File: config.mk
export PLATFORM = sky130hd
export DESIGN_NAME = pdmiw_top
export DESIGN_NICKNAME = d
export VERILOG_FILES = /design/src/shared/pdmiw_pkg.sv /design/src/verilog/pdmiw_edge.sv /design/src/verilog/pdmiw_top.sv
export SDC_FILE = /design/constraint.sdc
export NUM_CORES = 1
export LEC_CHECK = 0
export ABC_AREA = 1
export BUFFER_PORTS_ARGS = -buffer_cell sky130_fd_sc_hd__buf_4
export CELL_PAD_IN_SITES_DETAIL_PLACEMENT = 1
export CELL_PAD_IN_SITES_GLOBAL_PLACEMENT = 2
export CORE_MARGIN = 8
export CORE_UTILIZATION = 27
export CTS_CLUSTER_DIAMETER = 60
export DETAILED_ROUTE_END_ITERATION = 16
export PLACE_DENSITY_LB_ADDON = 0.05
export SLEW_MARGIN = 20
export SYNTH_ARGS = -nofsm -noshare
export SYNTH_HDL_FRONTEND = slang
export SYNTH_HIERARCHICAL = 1
export SYNTH_SLANG_ARGS = --single-unit
File: constraint.sdc
create_clock -name i_mclk -period 2.2 [get_ports i_mclk]
set_clock_uncertainty 0.15 [all_clocks]
set_input_delay 0.22 -clock i_mclk [delete_from_list [all_inputs] [get_ports i_mclk]]
set_output_delay 0.22 -clock i_mclk [all_outputs]
set_load 0.02 [all_outputs]
File: src/shared/pdmiw_pkg.sv
// package for the power-down and multi-input wakeup block
package pdmiw_pkg;
  // port b configuration selector values
  localparam logic [7:0] SEL_DIR = 8'h0F;
  localparam logic [7:0] SEL_EDGE = 8'h0A;
  localparam logic [7:0] SEL_PEND = 8'h09;
  localparam logic [7:0] SEL_EN = 8'h0B;
  // reset values of the enable mask, edge select and pin direction
  localparam logic [7:0] EN_RESET = 8'hFF;
  localparam logic [7:0] EDGE_RESET = 8'hFF;
  localparam logic [7:0] DIR_RESET = 8'hFF;
  localparam logic [7:0] ZERO8 = 8'h00;
  // program counter value loaded by reset and by a pin wakeup
  localparam logic [10:0] PC_RESET = 11'h7FF;
  localparam int NPIN = 8;
  // watchdog counter width, a plain default
  localparam int WDT_W = 16;
  localparam logic [WDT_W-1:0] WDT_ZERO = '0;
  localparam logic [WDT_W-1:0] WDT_ONE = 16'h0001;
  localparam logic [WDT_W-1:0] WDT_MAX = 16'hFFFF;
  // run state, gray coded except the WAKE to RUN step, which flips both bits
  typedef enum logic [1:0] {
    PDMIW_RUN = 2'b00,
    PDMIW_SLEEP = 2'b01,
    PDMIW_WAKE = 2'b11
  } pdmiw_state_e;
  // configuration write request from the core
  typedef struct packed {
    logic       wr;
    logic [7:0] sel;
    logic [7:0] data;
  } pdmiw_cfg_s;
  // status flags shown to the core
  typedef struct packed {
    logic timeout_flag;
    logic powerdown_flag;
  } pdmiw_stat_s;
endpackage

File: src/verilog/pdmiw_edge.sv
// one-bit synchroniser, edge detector and pending latch
`timescale 1ns/1ps
module pdmiw_edge (
  input wire logic i_mclk,
  input wire logic i_srst,
  input wire logic i_pin,
  input wire logic i_edge_fall,
  input wire logic i_wr_pend,
  input wire logic i_wr_val,
  output logic o_pend
);
  logic sync1_ff; // first stage, read only by sync2_ff
  logic sync2_ff; // second stage
  logic prev_ff; // previous synchronised level
  logic pend_ff; // pending latch, no reset
  logic hit; // selected edge seen this cycle

  // two-flop synchroniser and delay
  always_ff @(posedge i_mclk) begin
    if (i_srst) begin
      // start from the pin's own level so that no false edge follows reset
      sync1_ff <= i_pin;
      sync2_ff <= i_pin;
      prev_ff <= i_pin;
    end else begin
      sync1_ff <= i_pin;
      sync2_ff <= sync1_ff;
      prev_ff <= sync2_ff;
    end
  end

  // falling when the select bit is set, rising otherwise
  assign hit = i_edge_fall ? (prev_ff & ~sync2_ff) : (~prev_ff & sync2_ff);

  // pending latch; not reset, an edge wins over a software write
  always_ff @(posedge i_mclk) begin
    if (hit) begin
      pend_ff <= 1'b1;
    end else if (i_wr_pend) begin
      pend_ff <= i_wr_val;
    end
  end

  assign o_pend = pend_ff;

  a_edge_sets_pend: assert property (@(posedge i_mclk) disable iff (i_srst)
    hit |=> o_pend) else $error("edge did not set pending");
endmodule

File: src/verilog/pdmiw_top.sv
// power-down control and multi-input wakeup for port b
`timescale 1ns/1ps
module pdmiw_top (
  input wire logic i_mclk,
  input wire logic i_srst,
  input wire logic i_ext_reset_pin,
  input wire logic i_sleep_exec,
  input wire logic i_wdt_enable,
  input wire logic i_wdt_clear,
  input wire logic [7:0] i_port_b,
  input wire pdmiw_pkg::pdmiw_cfg_s i_cfg,
  output logic [7:0] o_cfg_rdata,
  output logic [7:0] o_port_b_dir,
  output logic [7:0] o_wakeup_enable_mask,
  output logic [7:0] o_wakeup_edge_select,
  output logic o_sleeping,
  output logic o_core_run,
  output logic o_irq,
  output logic o_pc_load,
  output logic [10:0] o_pc_value,
  output logic o_wdt_overflow,
  output pdmiw_pkg::pdmiw_stat_s o_stat
);
  ////////////////////////////////////////////////////////////////////////
  // declarations
  pdmiw_pkg::pdmiw_state_e state_ff; // run state
  pdmiw_pkg::pdmiw_state_e nxt_state; // next run state
  logic [7:0] dir_ff; // pin direction
  logic [7:0] en_ff; // wakeup enable mask, active low
  logic [7:0] edge_ff; // edge select
  logic [7:0] pend; // pending bits from edge cells
  logic [7:0] rdata_ff; // swap return value
  logic [pdmiw_pkg::WDT_W-1:0] wdt_ff; // watchdog count
  logic wdt_ovf; // watchdog overflow this cycle
  logic wake_pin; // enabled pending bit present
  logic to_ff; // timeout flag
  logic pd_ff; // powerdown flag
  logic pcl_ff; // pc load pulse
  logic wr_pend; // write to pending register
  logic wr_en; // write to enable register
  logic wr_edge; // write to edge register
  logic wr_dir; // write to direction register

  ////////////////////////////////////////////////////////////////////////
  // selector decode
  always_comb begin
    wr_dir = 1'b0;
    wr_edge = 1'b0;
    wr_pend = 1'b0;
    wr_en = 1'b0;
    if (i_cfg.sel == pdmiw_pkg::SEL_DIR) begin
      wr_dir = i_cfg.wr;
    end else if (i_cfg.sel == pdmiw_pkg::SEL_EDGE) begin
      wr_edge = i_cfg.wr;
    end else if (i_cfg.sel == pdmiw_pkg::SEL_PEND) begin
      wr_pend = i_cfg.wr;
    end else if (i_cfg.sel == pdmiw_pkg::SEL_EN) begin
      wr_en = i_cfg.wr;
    end
  end

  ////////////////////////////////////////////////////////////////////////
  // configuration registers
  always_ff @(posedge i_mclk) begin
    if (i_srst) begin
      en_ff <= pdmiw_pkg::EN_RESET;
      edge_ff <= pdmiw_pkg::EDGE_RESET;
      dir_ff <= pdmiw_pkg::DIR_RESET;
    end else begin
      if (wr_en) begin
        en_ff <= i_cfg.data;
      end
      if (wr_edge) begin
        edge_ff <= i_cfg.data;
      end
      if (wr_dir) begin
        dir_ff <= i_cfg.data;
      end
    end
  end

  // swap: pending bits return while new ones are written
  always_ff @(posedge i_mclk) begin
    if (i_srst) begin
      rdata_ff <= pdmiw_pkg::ZERO8;
    end else if (wr_pend) begin
      rdata_ff <= pend;
    end
  end

  ////////////////////////////////////////////////////////////////////////
  // per-pin edge cells
  genvar gi;
  generate
    for (gi = 0; gi < pdmiw_pkg::NPIN; gi++) begin : g_pin
      pdmiw_edge u_edge (
        .i_mclk(i_mclk),
        .i_srst(i_srst),
        .i_pin(i_port_b[gi]),
        .i_edge_fall(edge_ff[gi]),
        .i_wr_pend(wr_pend),
        .i_wr_val(i_cfg.data[gi]),
        .o_pend(pend[gi])
      );
    end
  endgenerate

  // cleared enable bit lets that pin's pending bit through
  assign wake_pin = |(pend & ~en_ff);

  ////////////////////////////////////////////////////////////////////////
  // watchdog counter, keeps running in power-down
  assign wdt_ovf = i_wdt_enable && (wdt_ff == pdmiw_pkg::WDT_MAX);
  always_ff @(posedge i_mclk) begin
    if (i_srst) begin
      wdt_ff <= pdmiw_pkg::WDT_ZERO;
    end else if (!i_wdt_enable || i_wdt_clear) begin
      wdt_ff <= pdmiw_pkg::WDT_ZERO;
    end else if (state_ff == pdmiw_pkg::PDMIW_RUN && i_sleep_exec) begin
      wdt_ff <= pdmiw_pkg::WDT_ZERO;
    end else begin
      wdt_ff <= wdt_ff + pdmiw_pkg::WDT_ONE;
    end
  end

  ////////////////////////////////////////////////////////////////////////
  // run state
  always_comb begin
    nxt_state = state_ff;
    case (state_ff)
      pdmiw_pkg::PDMIW_RUN: begin
        if (i_sleep_exec) begin
          nxt_state = pdmiw_pkg::PDMIW_SLEEP;
        end
      end
      pdmiw_pkg::PDMIW_SLEEP: begin
        if (wake_pin || wdt_ovf) begin
          nxt_state = pdmiw_pkg::PDMIW_WAKE;
        end
      end
      pdmiw_pkg::PDMIW_WAKE: begin
        nxt_state = pdmiw_pkg::PDMIW_RUN;
      end
      default: begin
        nxt_state = pdmiw_pkg::PDMIW_RUN;
      end
    endcase
  end

  // external reset pin ends sleep like the device reset
  always_ff @(posedge i_mclk) begin
    if (i_srst || i_ext_reset_pin) begin
      state_ff <= pdmiw_pkg::PDMIW_RUN;
    end else begin
      state_ff <= nxt_state;
    end
  end

  // status flags
  always_ff @(posedge i_mclk) begin
    if (i_srst) begin
      to_ff <= 1'b1;
      pd_ff <= 1'b1;
    end else if (state_ff == pdmiw_pkg::PDMIW_RUN && i_sleep_exec && i_wdt_enable) begin
      to_ff <= 1'b1;
      pd_ff <= 1'b0;
    end
  end

  // pc reload pulse on leaving sleep by a wakeup or the reset pin
  always_ff @(posedge i_mclk) begin
    if (i_srst) begin
      pcl_ff <= 1'b0;
    end else begin
      pcl_ff <= (state_ff == pdmiw_pkg::PDMIW_SLEEP) && (nxt_state != state_ff || i_ext_reset_pin);
    end
  end

  ////////////////////////////////////////////////////////////////////////
  // outputs
  assign o_pc_load = pcl_ff;
  assign o_pc_value = pdmiw_pkg::PC_RESET;
  assign o_sleeping = (state_ff == pdmiw_pkg::PDMIW_SLEEP);
  assign o_core_run = (state_ff == pdmiw_pkg::PDMIW_RUN);
  assign o_irq = o_core_run && wake_pin;
  assign o_wdt_overflow = wdt_ovf;
  assign o_cfg_rdata = rdata_ff;
  assign o_port_b_dir = dir_ff;
  assign o_wakeup_enable_mask = en_ff;
  assign o_wakeup_edge_select = edge_ff;
  assign o_stat = '{timeout_flag: to_ff, powerdown_flag: pd_ff};

  ////////////////////////////////////////////////////////////////////////
  // checks
  a_sleep_enters: assert property (@(posedge i_mclk) disable iff (i_srst || i_ext_reset_pin)
    o_core_run && i_sleep_exec |=> o_sleeping) else $error("sleep not entered");
  a_sleep_flags: assert property (@(posedge i_mclk) disable iff (i_srst)
    o_core_run && i_sleep_exec && i_wdt_enable |=> o_stat.timeout_flag && !o_stat.powerdown_flag)
    else $error("sleep flags wrong");
  a_pin_wakes: assert property (@(posedge i_mclk) disable iff (i_srst || i_ext_reset_pin)
    o_sleeping && wake_pin |=> !o_sleeping ##1 o_core_run) else $error("no pin wakeup");
  a_mask_blocks: assert property (@(posedge i_mclk) disable iff (i_srst)
    o_sleeping && ((pend & ~en_ff) == pdmiw_pkg::ZERO8) && !wdt_ovf && !i_ext_reset_pin
    |=> o_sleeping)
    else $error("masked wake");
  a_reset_vals: assert property (@(posedge i_mclk)
    i_srst |=> en_ff == pdmiw_pkg::EN_RESET && edge_ff == pdmiw_pkg::EDGE_RESET)
    else $error("reset values wrong");
  a_pc_reload: assert property (@(posedge i_mclk) disable iff (i_srst || i_ext_reset_pin)
    o_sleeping && wake_pin |=> o_pc_load && o_pc_value == pdmiw_pkg::PC_RESET)
    else $error("pc not reloaded");
  a_swap_read: assert property (@(posedge i_mclk) disable iff (i_srst)
    wr_pend |=> o_cfg_rdata === $past(pend)) else $error("swap value wrong");
  a_irq_run: assert property (@(posedge i_mclk) disable iff (i_srst)
    o_irq |-> o_core_run && wake_pin) else $error("irq while asleep");
endmodule

; Word level (Yosys, flattened, before mapping)
; Cells that the tools add are included.
[totals]
regBits = 84
input_bits = 31
out_inout_bits = 50
elab_cells = 132
[op_classes]
n_addsub = 1
n_eq_ne = 7
mux = 37
bitwise = 34
n_reduce_logical = 13
[ops]
columns = op, count
row1 = 1-bit two-way mux, 34
row2 = "8-bit by 4-bit equality test with 1-bit output, second input constant", 4
row3 = "16-bit by 1-bit adder with 16-bit output, second input constant", 1
row4 = 1-bit bitwise AND, 16
row5 = "16-bit equality test, second input constant", 1
row6 = 1-bit inverter, 16
row7 = 8-bit bitwise AND, 1
row8 = 8-bit inverter, 1
row9 = 8-bit OR reduction, 1
row10 = 1-bit logical AND, 5
row11 = 1-bit logical OR, 4
row12 = 2-bit two-way mux, 2
row13 = 2-bit one-hot mux with 2 select lines, 1
row14 = 3-bit OR reduction, 1
row15 = "2-bit by 1-bit equality test with 1-bit output, second input constant", 1
row16 = 2-bit zero test, 1
row17 = 2-bit != test, 1
row18 = 1-bit zero test, 1

; Logic depth before layout (Yosys ltp)
; Gate-level depths: netlist of run 1.
[depth]
word_depth = 9
mapped_depth = 9
depth_no_buf = 9

; Hierarchy
; Netlist of run 1, hierarchy kept.
[modules_own_cells]
columns = module, n_inst, cells_per_inst, area_per_inst_um2, seq_area_each_um2
row1 = pdmiw_top, 1, 313, 2388.5, 1041.0
row2 = pdmiw_edge, 8, 20, 151.4, 80.1

; Worst setup path before layout of run 1
; Ideal clock, no wire load.
[synth_timing]
kind = in2reg
startpoint = in i_cfg[11] (netlist name)
endpoint = reg g_pin[0].u_edge.pend_ff
setup_time_ps = 118
arrival_time_ps = 2114
t_required_ps = 1932
path_slack_ps = -182
stages = 7
path_buffers = 0
path_cell_list = inv_1 nor2_4 nand3_2 nor4b_1 nand2_1 nand2_1 nand3_2
[synth_via]
elab_chain_cells = 4
elab_cells_between_ends = 6
classes_between = 3 x eq/ne / 3 x mux
[synth_rtl]
columns = item, line
row1 = start: declaration, pdmiw_top.sv:11  ; input wire pdmiw_pkg::pdmiw_cfg_s i_cfg,
row2 = 8-bit by 4-bit equality test with 1-bit output, pdmiw_top.sv:55  ; end else if (i_cfg.sel == pdmiw_pkg::SEL_PEND) begin
row3 = 1-bit two-way mux, pdmiw_top.sv:55
row4 = 1-bit two-way mux, pdmiw_top.sv:53  ; end else if (i_cfg.sel == pdmiw_pkg::SEL_EDGE) begin
row5 = 1-bit two-way mux (*), pdmiw_top.sv:51  ; if (i_cfg.sel == pdmiw_pkg::SEL_DIR) begin
row6 = via wr_pend, pdmiw_top.sv:39  ; logic wr_pend;
row7 = end signal: assignment, pdmiw_edge.sv:40  ; pend_ff <= i_wr_val;
row8 = end: declaration, pdmiw_edge.sv:15  ; logic pend_ff;
; Mark *: on every way through the listed nets, which the timed path passes. The rest lies on a longest branch.
; A chain may end at the register's enable or synchronous reset.

; Final worst setup path of run 1
[layout_timing]
startpoint = reg wdt_ff[0] (netlist name)
endpoint = out o_wdt_overflow
[layout_via]
elab_chain_cells = 2
[layout_rtl]
columns = item, line
row1 = start: declaration, pdmiw_top.sv:33  ; logic [pdmiw_pkg::WDT_W-1:0] wdt_ff;
row2 = start signal: assignment, pdmiw_top.sv:116  ; wdt_ff <= pdmiw_pkg::WDT_ZERO;
row3 = start signal: assignment, pdmiw_top.sv:118  ; wdt_ff <= pdmiw_pkg::WDT_ZERO;
row4 = start signal: assignment, pdmiw_top.sv:120  ; wdt_ff <= pdmiw_pkg::WDT_ZERO;
row5 = 16-bit equality test, pdmiw_top.sv:113  ; assign wdt_ovf = i_wdt_enable && (wdt_ff == pdmiw_pkg::WDT_MAX);
row6 = 1-bit logical AND, pdmiw_top.sv:113
row7 = end: declaration, pdmiw_top.sv:21  ; output logic o_wdt_overflow,
; No other way between the ends.

==> results of run 1 <==
## critical path, stage by stage, from the launching register on
cell and delay [ns]:
sky130_fd_sc_hd__dfxtp_1 0.36, sky130_fd_sc_hd__ha_1 0.18, sky130_fd_sc_hd__nand2_1 0.07, sky130_fd_sc_hd__inv_2 0.07, sky130_fd_sc_hd__nand2_1 0.07, sky130_fd_sc_hd__nor2_2 0.22
sky130_fd_sc_hd__nand2_1 0.10, sky130_fd_sc_hd__inv_1 0.06, sky130_fd_sc_hd__buf_4 0.13
## layout by cell type, fill, tap and decap left out
cell type                       synthesis  routed
sky130_fd_sc_hd__nand2_1              106     106
sky130_fd_sc_hd__inv_1                105     105
sky130_fd_sc_hd__dfxtp_1               84      84
sky130_fd_sc_hd__buf_4                 13      71
sky130_fd_sc_hd__nand3_1               31      31
sky130_fd_sc_hd__o211ai_1              24      24
sky130_fd_sc_hd__nor2_1                22      22
sky130_fd_sc_hd__a21oi_1               17      17
sky130_fd_sc_hd__o21ai_0               15      15
sky130_fd_sc_hd__conb_1                 1      12
sky130_fd_sc_hd__nand3_2               10      10
sky130_fd_sc_hd__clkbuf_16              0       9
sky130_fd_sc_hd__dlygate4sd3_1          0       9
sky130_fd_sc_hd__o21ai_1                8       8
sky130_fd_sc_hd__clkinv_2               1       5
sky130_fd_sc_hd__nor3_1                 5       5
sky130_fd_sc_hd__nand4_1                4       4
sky130_fd_sc_hd__nor2_2                 3       3
sky130_fd_sc_hd__nand3_4                2       2
sky130_fd_sc_hd__nor2_4                 2       2
sky130_fd_sc_hd__inv_2                  2       2
sky130_fd_sc_hd__nand4_4                2       2
sky130_fd_sc_hd__xnor2_1                2       2
sky130_fd_sc_hd__nor4b_2                0       1
sky130_fd_sc_hd__inv_4                  1       1
sky130_fd_sc_hd__or2_2                  1       1
sky130_fd_sc_hd__nand2_2                1       1
sky130_fd_sc_hd__a21oi_2                1       1
sky130_fd_sc_hd__o21a_1                 1       1
sky130_fd_sc_hd__ha_1                   1       1
sky130_fd_sc_hd__clkinv_4               0       1
sky130_fd_sc_hd__clkbuf_8               0       1
## path summary, 6_finish.rpt
kind | startpoint | endpoint | slack, ns | cells past startpoint
worst min-delay path | i_cfg[3] | g_pin[3].u_edge/o_pend | 0.03 | 5
worst min register to register | g_pin[3].u_edge/sync1_ff | g_pin[3].u_edge/sync2_ff | 0.28 | 2
worst max-delay path | wdt_ff[0] | o_wdt_overflow | 0.23 | 8
worst max register to register | wdt_ff[0] | wdt_ff[12] | 0.60 | 8
## area by class of cell
type,instances,area share (%)
well taps,176,4.78
clock inverters,5,0.624
inverters,109,8.96
multi-input cells,271,30.5
clock buffers,10,5.18
repair buffers,80,13.5
flip-flops and latches,84,36.5
## registers in the layout (all words and copies together) (netlist names)
name / count
o_port_b_dir: 8
o_pc_load: 1
state_ff: 2
g_pin.u_edge/o_pend: 8
g_pin.u_edge/sync1_ff: 8
o_wakeup_edge_select: 8
g_pin.u_edge/sync2_ff: 8
wdt_ff: 16
pd_ff: 1
o_cfg_rdata: 8
g_pin.u_edge/prev_ff: 8
o_wakeup_enable_mask: 8
## metal layers
| metal | up-vias | part of all wire, % |
|---|---|---|
| met5 | - | 0 |
| met4 | 0 | 1.1 |
| met3 | 6 | 4.6 |
| met2 | 54 | 48 |
| met1 | 1403 | 46 |
| li1 | 1612 | - |
## synthesized netlist by cell type, types with 3 or more instances
library cell / number
sky130_fd_sc_hd__a21oi_1: 17
sky130_fd_sc_hd__buf_4: 13
sky130_fd_sc_hd__buf_6: 3
sky130_fd_sc_hd__dfxtp_1: 84
sky130_fd_sc_hd__inv_1: 105
sky130_fd_sc_hd__nand2_1: 106
sky130_fd_sc_hd__nand3_1: 31
sky130_fd_sc_hd__nand3_2: 10
sky130_fd_sc_hd__nand4_1: 4
sky130_fd_sc_hd__nor2_1: 22
sky130_fd_sc_hd__nor2_2: 3
sky130_fd_sc_hd__nor3_1: 5
sky130_fd_sc_hd__o211ai_1: 24
sky130_fd_sc_hd__o21ai_0: 15
sky130_fd_sc_hd__o21ai_1: 8
## timing repair
item	CTS	global route
endpoints found under the setup margin	0	0
hold buffers	9	0
gates resized for setup	0	0
endpoints found under the hold margin	26	0
## power by group
group / leakage (uW) / switching, uW / internal [uW]
sequential: 0.000687 / 17.9 / 1560
combinational: 0.00152 / 130 / 83.0
clock: 0.000138 / 616 / 783
## stage by stage
step | hold slack (ns) | instances | power [uW] | setup WS [ns]
after floorplan | 0.0977 | 484 | 1740 | 0.375
after global placement | 0.184 | 711 | 1810 | 0.572
after detailed placement | 0.185 | 711 | 1810 | 0.517
after CTS | 0.0111 | 735 | 3260 | 0.184
after global routing | 0.0286 | 735 | 3330 | 0.0815
final | 0.0257 | 735 | 3190 | 0.231
## kinds of logic (layout without fill, tap and decap cells)
family	Yosys count	count (layout)	synth area share (%)
adder cells (fa/ha/maj)	1	1	0.348
AO/OA/AOI/OAI	66	66	11.0
buffers and inverters	129	204	15.6
AND/OR/NAND/NOR	190	190	25.7
flip-flops	84	84	46.7
other	1	12	0.104
XOR/XNOR	2	2	0.487
==> impl_summary.log, run 1 <==
[metrics] outcome: complete, no violations
[metrics] count of state elements after synthesis: 84
[metrics] DRC violation count after routing: 0
[metrics] First-pass DRT Iterations: 4
[metrics] largest voltage drop on the vdd net: slightly below 0.0004 V
[metrics] CP Data Arrival Time: about 1.6 ns
[metrics] overall die area: about 0.017 mm^2
[metrics] clock-pin slew reported for the worst setup and hold paths after clock tree synthesis: around 0.06 ns
[metrics] initial detailed-routing violation count: ~120
[metrics] number of H-tree branching levels: 3
[metrics] via-per-instance ratio: approximately 4.2
[metrics] wire length per cell: roughly 13 um
[metrics] average instance area after synthesis: roughly 7.6 um^2
[metrics] peak fanout along the critical path: 5
[metrics] IO Port Bufs: 68
[metrics] final RePlAce weighted congestion: around 0.74
[metrics] Initial Util: a little over a quarter
[metrics] wire length of the first global-routing pass: between 15,000 and 20,000 um
[metrics] synth unique cells: 31
[metrics] number of maximum-capacitance constraint violations: 0
[metrics] GRT met3 Usage: under 10%
[metrics] clock insertion delay at the later pin of the skew report: about 0.34 ns
[metrics] Crit. End Element: output pin
[metrics] Clock Tree Buf Depth: 2
[metrics] setup repair after global routing missed its margin: no
[metrics] number of failing hold endpoints at the final stage: 0
[metrics] sequential standard cell area: 0.00168 mm^2
[metrics] vertical extent of the die: approximately 130 um
[metrics] Achievable Freq: approximately 0.5 GHz
[metrics] final worst-path cycle share: between 80% and 90%
[metrics] Placement Cell Area: 0.00425 mm^2
[metrics] Clock Tree Root: sky130_fd_sc_hd__clkbuf_16
[metrics] CORE AREA: 0.0131 mm^2
[metrics] post-synthesis cell area: 0.00360 mm^2
[metrics] number of buffers created by CTS: 9
[metrics] growth of design area from synthesis to finish: 28.1%
[metrics] shortest period the worst path allows: just under 2 ns
[metrics] number of enable flip-flop cells after synthesis: 0
[metrics] core utilization of the finished layout: a little over a third
[metrics] ratio of cells with drive above 1 in the final layout: a little over 20%
[metrics] Detail Placement HPWL: 7540 um
[metrics] fraction of registers with async set/reset: 0%
[metrics] number of primary I/O pins: ~80
[metrics] leading area contributor after synthesis: sky130_fd_sc_hd__dfxtp_1
[metrics] count of standard-cell rows: 42
[metrics] final setup vio count: 0
[metrics] leading cell types by total area after synthesis: sky130_fd_sc_hd__dfxtp_1, sky130_fd_sc_hd__nand2_1, sky130_fd_sc_hd__inv_1
[metrics] antenna violations before repair: 0
[metrics] Net count, final: 587
[metrics] number of nets with antenna violations after routing: 0
[metrics] Yosys Warn Count: 6
[metrics] largest net degree at the start of global routing: 27
[metrics] Most Used Layer, Global Route: met2
[metrics] number of standard cells after synthesis: 473
[metrics] via count of the first global-routing pass: 3,295
[metrics] Static Leakage: about 0.0023 uW
[metrics] area fraction of the dominant cell type after synthesis: a little under half
[metrics] classification of the worst setup path: reg2out
[metrics] post-CTS setup buffers: 0
[metrics] Finished Cell Area: roughly 0.0046 mm^2
[metrics] post-route setup TNS: 0 ns
[metrics] fill count: 1,639
[metrics] element type at the critical path start: flop
[metrics] area taken by multi-input logic gates: 0.00140 mm^2
[metrics] total vias in the final route: between 3,000 and 4,000
[metrics] total global routing overflow: 0
[metrics] dominant synthesized flop cell: sky130_fd_sc_hd__dfxtp_1
[metrics] n_diodes: 0
[metrics] required arrival time at the worst endpoint: approximately 1.8 ns
[metrics] Die Span X: approximately 130 um
[metrics] proportion of synthesized chip area in sequential cells: between 40% and 50%
[metrics] drt total wl: between 9000 and 10,000 um
[metrics] GR Util met2: 20.6%
[metrics] total track usage: approximately 12%
[metrics] clock tree sinks: 84
[metrics] TritonCTS clock tree: yes
[metrics] max-slew violation count: 0
[metrics] grt met1 use: roughly 14%
[metrics] worst min-delay path class: in2reg
[metrics] power density relative to cell area: approximately 700 mW/mm^2
(Power assumes the default switching activity.)
==> run 2: changes to the inputs <==
SYNTH_HIERARCHICAL = not set   (was 1)
==> run 2 against run 1 <==
Die area is 3.3% lower. Sequential power hardly changed. Combinational power hardly changed. Non-clock buffer count is 8 higher. Cell count is 5.2% lower. Clock-buffer cell count is 1 higher. Worst setup slack worse by 0.063 ns. Register-to-register slack worse by 0.06 ns. Via count is 0.13% lower. Wire length hardly changed. Total power is 6.8% higher. First-iteration DRC count is 27% lower. Largest cell class unchanged. Highest routed layer unchanged.
==> impl_summary.log, run 2 <==
[metrics] count of state elements after synthesis: 84 (unchanged)
[metrics] max-slew violation count: 0 (unchanged)
[metrics] antenna violations before repair: 0 (unchanged)
[metrics] Die Span X: 129 um (-1.7%)
[metrics] number of enable flip-flop cells after synthesis: 0 (unchanged)
[metrics] fraction of registers with async set/reset: 0% (unchanged)
[metrics] via count of the first global-routing pass: 3,148 (-4.5%)
[metrics] TritonCTS clock tree: yes
[metrics] synth unique cells: 35 (+13%)
[metrics] most used cells in the layout excluding fill and tap cells: sky130_fd_sc_hd__nand2_1, sky130_fd_sc_hd__dfxtp_1, sky130_fd_sc_hd__buf_4, sky130_fd_sc_hd__inv_1, sky130_fd_sc_hd__nand3_1
[metrics] Finished Layout Cells: 697 (-5.2%)
[metrics] Clock Tree Buf Depth: 2 (unchanged)
[metrics] area fraction of the dominant cell type after synthesis: 48.6% (+1.8 points)
[metrics] final worst-path cycle share: 92.4% (+2.9 points)
[metrics] n_diodes: 0 (unchanged)
[metrics] post-synthesis cell area: 0.00346 mm^2 (-3.8%)
[metrics] final setup vio count: 0 (unchanged)
[metrics] wire length per cell: 14.2 um (+5.4%)
[metrics] setup repair after global routing missed its margin: no
[metrics] shortest period the worst path allows: 2.03 ns (+0.0635 ns)
[metrics] Most flops, register: wdt_ff
[metrics] worst setup slack after layout: 0.168 ns (-0.0635 ns)
[metrics] IO Port Bufs: 68 (unchanged)
[metrics] growth of design area from synthesis to finish: 29.9%
[metrics] number of primary I/O pins: 81 (unchanged)
[metrics] Crit. End Element: output pin
[metrics] CORE AREA: 0.0126 mm^2 (-4.3%)
[metrics] number of buffers created by CTS: 9 (unchanged)
[metrics] power density relative to cell area: 757 mW/mm^2 (+9.4%)
[metrics] total track usage: 12.5% (+0.38 points)
[metrics] top cells by instance count after synthesis: sky130_fd_sc_hd__nand2_1, sky130_fd_sc_hd__dfxtp_1, sky130_fd_sc_hd__inv_1
[metrics] number of standard cells after synthesis: 447 (-5.5%)
[metrics] most common cell after layout, fill and taps aside: sky130_fd_sc_hd__nand2_1
[metrics] clock tree sinks: 84 (unchanged)
[metrics] clock insertion delay at the later pin of the skew report: 0.34 ns (about the same)
[metrics] largest voltage drop on the vdd net: 0.000516 V (+33%)
[metrics] initial detailed-routing violation count: 84 (-27%)
[metrics] clock-pin slew reported for the worst setup and hold paths after clock tree synthesis: 0.06 ns (about the same)
[metrics] total global routing overflow: 0 (unchanged)
[metrics] wire length of the first global-routing pass: 16,000 um (-3.4%)
[metrics] ratio of cells with drive above 1 in the final layout: 19.8% (-0.41 points)
[metrics] slew margin rel.: a little over three fifths
[metrics] required arrival time at the worst endpoint: 1.83 ns (about the same)
[metrics] Initial Util: 27.6% (+0.16 points)
[metrics] worst min-delay path class: in2reg
[metrics] DRC violation count after routing: 0 (unchanged)
[metrics] Yosys Warn Count: 0 (-6)
[metrics] Static Leakage: 0.00217 uW (-7.7%)
[metrics] number of maximum-capacitance constraint violations: 0 (unchanged)
[metrics] total chip power: 3410 uW (+6.8%)
[metrics] number of H-tree branching levels: 3 (unchanged)
[metrics] number of flip-flops in the largest register: 16 (unchanged)
[metrics] largest net degree at the start of global routing: 35 (+30%)
[metrics] count of standard-cell rows: 41 (-2.4%)
[metrics] final RePlAce weighted congestion: 0.707 (-4.2%)
[metrics] peak fanout along the critical path: 5 (unchanged)
[metrics] Achievable Freq: 0.492 GHz (-3.1%)
[metrics] leading cell types by total area after synthesis: sky130_fd_sc_hd__dfxtp_1, sky130_fd_sc_hd__nand2_1, sky130_fd_sc_hd__nand3_1
[metrics] setup slack at placement: 0.383 ns (-0.134 ns)
[metrics] First-pass DRT Iterations: 4 (unchanged)
[metrics] Clock Tree Root: sky130_fd_sc_hd__clkbuf_16
[metrics] via-per-instance ratio: 4.41 (+5.3%)
[metrics] overall die area: 0.0167 mm^2 (-3.3%)
[metrics] number of nets with antenna violations after routing: 0 (unchanged)
[metrics] number of failing hold endpoints at the final stage: 0 (unchanged)
[metrics] CP Data Arrival Time: 1.66 ns (+0.06 ns)
[metrics] element type at the critical path start: flop
[metrics] dominant synthesized flop cell: sky130_fd_sc_hd__dfxtp_1
[metrics] Detail Placement HPWL: 7480 um (-0.80%)
[metrics] drt total wl: 9910 um (about the same)
[metrics] worst slew pin tran: ~0.56 ns
[metrics] Placed Cells incl. Taps: 668 (-6.0%)
[metrics] outcome: complete, no violations
[metrics] most used standard cell by instance count after synthesis: sky130_fd_sc_hd__nand2_1
[metrics] proportion of synthesized chip area in sequential cells: 48.6% (+1.8 points)
[metrics] leading area contributor after synthesis: sky130_fd_sc_hd__dfxtp_1
[metrics] classification of the worst setup path: reg2out
[metrics] Net count, final: 555 (-5.5%)
[metrics] average instance area after synthesis: 7.75 um^2 (+1.8%)
[metrics] vertical extent of the die: 129 um (-1.7%)
[metrics] post-route setup TNS: 0 ns (unchanged)
[metrics] total vias in the final route: 3,071 (-0.13%)
run 2: report_power, final:
| part | switching, uW | internal [uW] |
|---|---|---|
| clock network | 582 | 1040 |
| registers | 13.7 | 1560 |
| logic | 127 | 85.1 |
| total | 723 | 2680 |
run 2: metrics by stage:
stage	cell area [um^2]	hold slack, ns	util, %
floorplan	3500	0.0977	-
global placement	4030	0.184	32.1
detailed placement	4030	0.185	32.1
CTS	4480	0.00664	35.7
global route	4500	0.0113	35.8
finish	4500	0.0153	35.8
run 2: path summary, 6_finish.rpt:
| check | start | end | slack [ns] | depth (start not counted) |
|---|---|---|---|---|
| worst max-delay path | wdt_ff[0] | o_wdt_overflow | 0.17 | 8 |
| worst min-delay path | i_cfg[0] | o_wakeup_edge_select[0] | 0.02 | 3 |
| worst max register to register | wdt_ff[0] | wdt_ff[12] | 0.54 | 9 |
| worst min register to register | g_pin[5].u_edge.sync1_ff | g_pin[5].u_edge.sync2_ff | 0.27 | 2 |
run 2: area by class of cell:
cell class	instances	area, um^2
inverters	55	206
clock buffers	11	253
flip-flops and latches	84	1680
multi-input cells	285	1390
well taps	172	215
clock inverters	2	60.1
repair buffers	88	696
fillers	1531	8070
run 2: logic make-up after synthesis:
group,synth area share [%]
AND/OR/NAND/NOR,29.2
adder cells (fa/ha/maj),0.361
buffers and inverters,12.6
flip-flops,48.6
AO/OA/AOI/OAI,9.10
other,0.108
run 2: worst max-delay path: stages (launching register included):
cell                      delay (ns)
sky130_fd_sc_hd__dfxtp_1        0.35
sky130_fd_sc_hd__ha_1           0.18
sky130_fd_sc_hd__nand2_1        0.07
sky130_fd_sc_hd__inv_1          0.11
sky130_fd_sc_hd__nand2_2        0.10
sky130_fd_sc_hd__nor2_4         0.18
sky130_fd_sc_hd__inv_2          0.05
sky130_fd_sc_hd__nor3_1         0.13
sky130_fd_sc_hd__buf_4          0.17
run 2: metal layers:
layer | share of wire, % | up-vias | routed length [um] | track usage, %
li1 | - | 1557 | - | -
met5 | 0 | - | 0 | 0
met3 | 5.0 | 11 | 495 | 4.56
met2 | 45 | 50 | 4460 | 19.6
met1 | 49 | 1453 | 4820 | 15.7
met4 | 1.3 | 0 | 131 | 3.46
run 2: repair_timing:
action                                 in CTS  in global routing
setup endpoints to repair                   0                  1
gates resized for setup                     0                  1
endpoints found under the hold margin      33                  0
setup buffers                               0                  2
hold buffers                               14                  0
==> run 3: changes to the inputs <==
CELL_PAD_IN_SITES_DETAIL_PLACEMENT = 2   (was 1)
CTS_BUF_LIST = sky130_fd_sc_hd__clkbuf_16   (was not set)
GPL_TIMING_DRIVEN = 0   (was not set)
==> run 3 against run 2 <==
Sequential power barely moved. Total power increased by 2.0%. Register-to-register slack barely moved. Clock-buffer cell count decreased by 2.
==> impl_summary.log, run 3 (synthesis gave the netlist of run 2 again) <==
[metrics] IO Port Bufs: 66 (-2.9%)
[metrics] hold worst-path end: g_pin[6].u_edge.o_pend
[metrics] internal power contribution: 2660 uW (-0.73%)
[metrics] outcome: complete, no violations
[metrics] TritonCTS clock tree: yes
[metrics] post-route setup TNS: 0 ns (unchanged)
[metrics] number of nets with antenna violations after routing: 0 (unchanged)
[metrics] sequential standard cell area: 0.00168 mm^2 (unchanged)
[metrics] element type at the critical path start: flop
[metrics] drt total wl: 11,000 um (+11%)
[metrics] clock-pin slew reported for the worst setup and hold paths after clock tree synthesis: 0.07 ns (about the same)
[metrics] Most Used Layer, Global Route: met2
[metrics] largest voltage drop on the vdd net: 0.000270 V (-48%)
[metrics] slew margin rel.: 54.9% (-7.8 points)
[metrics] net switching component of the power: 810 uW (+12%)
[metrics] fill count: 1,502 (-1.9%)
[metrics] number of maximum-capacitance constraint violations: 0 (unchanged)
[metrics] combinational group share of total power: 6.9% (+0.7 points)
[metrics] antenna violations before repair: 0 (unchanged)
[metrics] Placed Cells incl. Taps: 696 (+4.2%)
[metrics] Clock Tree Root: sky130_fd_sc_hd__clkbuf_16
[metrics] Initial Util: 27.6% (unchanged)
[metrics] share of power burned in the clock network: 47.7% (+0.2 points)
[metrics] clock insertion delay at the later pin of the skew report: 0.34 ns (about the same)
[metrics] area taken by multi-input logic gates: 0.00139 mm^2 (+0.18%)
[metrics] switching part of the total power: 23.3% (+2.1 points)
[metrics] initial detailed-routing violation count: 84 (unchanged)
[metrics] growth of design area from synthesis to finish: 36.2%
[metrics] Crit. End Element: output pin
[metrics] CP Data Arrival Time: 1.68 ns (+0.02 ns)
[metrics] number of failing hold endpoints at the final stage: 0 (unchanged)
[metrics] most used cells in the layout excluding fill and tap cells: sky130_fd_sc_hd__nand2_1, sky130_fd_sc_hd__buf_4, sky130_fd_sc_hd__dfxtp_1, sky130_fd_sc_hd__inv_1, sky130_fd_sc_hd__nand3_1
[metrics] largest net degree at the start of global routing: 16 (-54%)
[metrics] max-slew violation count: 0 (unchanged)
[metrics] GRT met3 Usage: 3.29% (-1.3 points)
[metrics] First-pass DRT Iterations: 4 (unchanged)
[metrics] wire length per cell: 15.0 um (+5.8%)
[metrics] worst-case reg-to-reg path depth: 9 (unchanged)
[metrics] grt met1 use: 16.6% (+0.95 points)
[metrics] number of flip-flops in the largest register: 16 (unchanged)
[metrics] setup slack at placement: 0.383 ns (-0.0000300 ns)
[metrics] shortest period the worst path allows: 2.05 ns (+0.0131 ns)
[metrics] required arrival time at the worst endpoint: 1.83 ns (about the same)
[metrics] Net count, final: 585 (+5.4%)
[metrics] number of H-tree branching levels: 3 (unchanged)
[metrics] most common cell after layout, fill and taps aside: sky130_fd_sc_hd__nand2_1
[metrics] classification of the worst setup path: reg2out
[metrics] portion of total power attributed to sequential cells: 45.3% (-0.9 points)
[metrics] vertical extent of the die: 129 um (unchanged)
[metrics] startpoint of the lowest-slack register-to-register path: wdt_ff[0]
[metrics] worst setup slack after layout: 0.155 ns (-0.0131 ns)
[metrics] via count of the first global-routing pass: 3,455 (+9.8%)
[metrics] end of the worst register-to-register path: wdt_ff[12]
[metrics] final worst-path cycle share: 93.0% (+0.60 points)
[metrics] setup slack on the worst flop-to-flop path: 0.53 ns (about the same)
[metrics] DRC violation count after routing: 0 (unchanged)
[metrics] final setup vio count: 0 (unchanged)
[metrics] largest stage delay on the critical path: 0.36 ns (about the same)
[metrics] startpoint of the tightest hold check path: i_cfg[6]
[metrics] GR Util met2: 23.2% (+3.6 points)
[metrics] worst slew pin tran: 0.677 ns (+0.118 ns)
[metrics] overall die area: 0.0167 mm^2 (unchanged)
[metrics] number of buffers created by CTS: 9 (unchanged)
[metrics] chain of cells forming the critical path: ha_2 > nand2_1 > inv_2 > nand2_2 > nor2_4 > inv_2 > nor3_1 > buf_4
[metrics] Finished Layout Cells: 730 (+4.7%)
[metrics] Static Leakage: 0.00226 uW (+4.3%)
[metrics] worst min-delay path class: in2reg
[metrics] Detail Placement HPWL: 8420 um (+12%)
[metrics] Clock Tree Buf Depth: 2 (unchanged)
[metrics] wire length of the first global-routing pass: 17,800 um (+11%)
[metrics] worst hold path stage count: 3 (unchanged)
[metrics] peak fanout along the critical path: 5 (unchanged)
[metrics] CORE AREA: 0.0126 mm^2 (unchanged)
[metrics] Die Span X: 129 um (unchanged)
[metrics] power density relative to cell area: 736 mW/mm^2 (-2.8%)
[metrics] n_diodes: 0 (unchanged)
[metrics] final RePlAce weighted congestion: 0.722 (+2.1%)
[metrics] total global routing overflow: 0 (unchanged)
[metrics] Most flops, register: wdt_ff
[metrics] total vias in the final route: 3,233 (+5.3%)
[metrics] number of primary I/O pins: 81 (unchanged)
[metrics] clock tree sinks: 84 (unchanged)
[metrics] cell repeated most along the worst path: sky130_fd_sc_hd__inv_2
[metrics] via-per-instance ratio: 4.43 (+0.52%)
[metrics] cell with the biggest individual delay on the critical path: sky130_fd_sc_hd__dfxtp_1
[metrics] total track usage: 13.8% (+1.4 points)
[metrics] Achievable Freq: 0.489 GHz (-0.64%)
[metrics] count of standard-cell rows: 41 (unchanged)
[metrics] ratio of cells with drive above 1 in the final layout: 23.5% (+3.7 points)
[run 3: how the worst max path moves through the flow]
| stage | depth (start not counted) | to | from |
|---|---|---|---|
| 2_1_floorplan | 7 | o_wdt_overflow | wdt_ff[0] |
| 3_3_place_gp | 6 | o_wakeup_edge_select[0] | i_cfg[8] |
| 3_5_place_dp | 6 | o_wakeup_edge_select[3] | i_cfg[8] |
| 4_1_cts | 8 | o_wdt_overflow | wdt_ff[0] |
| 5_1_grt | 8 | o_wdt_overflow | wdt_ff[0] |
| 6_report | 8 | o_wdt_overflow | wdt_ff[0] |
[run 3: worst max-delay path, delay by kind of cell (launching register included)]
kind                     cells  cell delay (ns)
buffers and inverters        3             0.30
AND/OR/NAND/NOR              4             0.47
flip-flops                   1             0.36
adder cells (fa/ha/maj)      1             0.19
[run 3: final cells by class]
class | count | area share [%]
plain buffers | 34 | 4.91
clock buffers | 9 | 4.77
inverters | 55 | 4.38
well taps | 172 | 4.56
clock inverters | 7 | 2.12
flip-flops and latches | 84 | 35.6
repair buffers | 84 | 14.2
multi-input cells | 285 | 29.5
[run 3: metrics by stage]
step	instance area (um^2)	hold WS [ns]	total power, uW	util [%]
floorplan	3500	0.0977	1730	-
global placement	4220	0.184	1820	33.5
detailed placement	4220	0.185	1830	33.5
global route	4720	0.0147	3610	37.5
finish	4720	0.0106	3470	37.5
CTS	4690	0.00413	3520	37.3
[run 3: timing repair]
item                                    4_1_cts  5_1_grt
buffers inserted                              0        3
gates resized for setup                       0        3
hold buffers                                 15        0
endpoints found under the setup margin        0        1
hold endpoints to repair                     34        0
[run 3: per-layer routing]
layer | vias up | share of wire, %
met2 | 46 | 49
met4 | 0 | 1.1
met5 | - | 0
met1 | 1551 | 46
met3 | 8 | 4.0
li1 | 1628 | -
[run 3: power groups by stage]
stage	registers [uW]	logic [uW]	clock network, uW
floorplan	1610	126	0
global placement	1610	216	0
detailed placement	1610	222	0
CTS	1570	244	1700
global route	1580	267	1760
finish	1570	240	1660
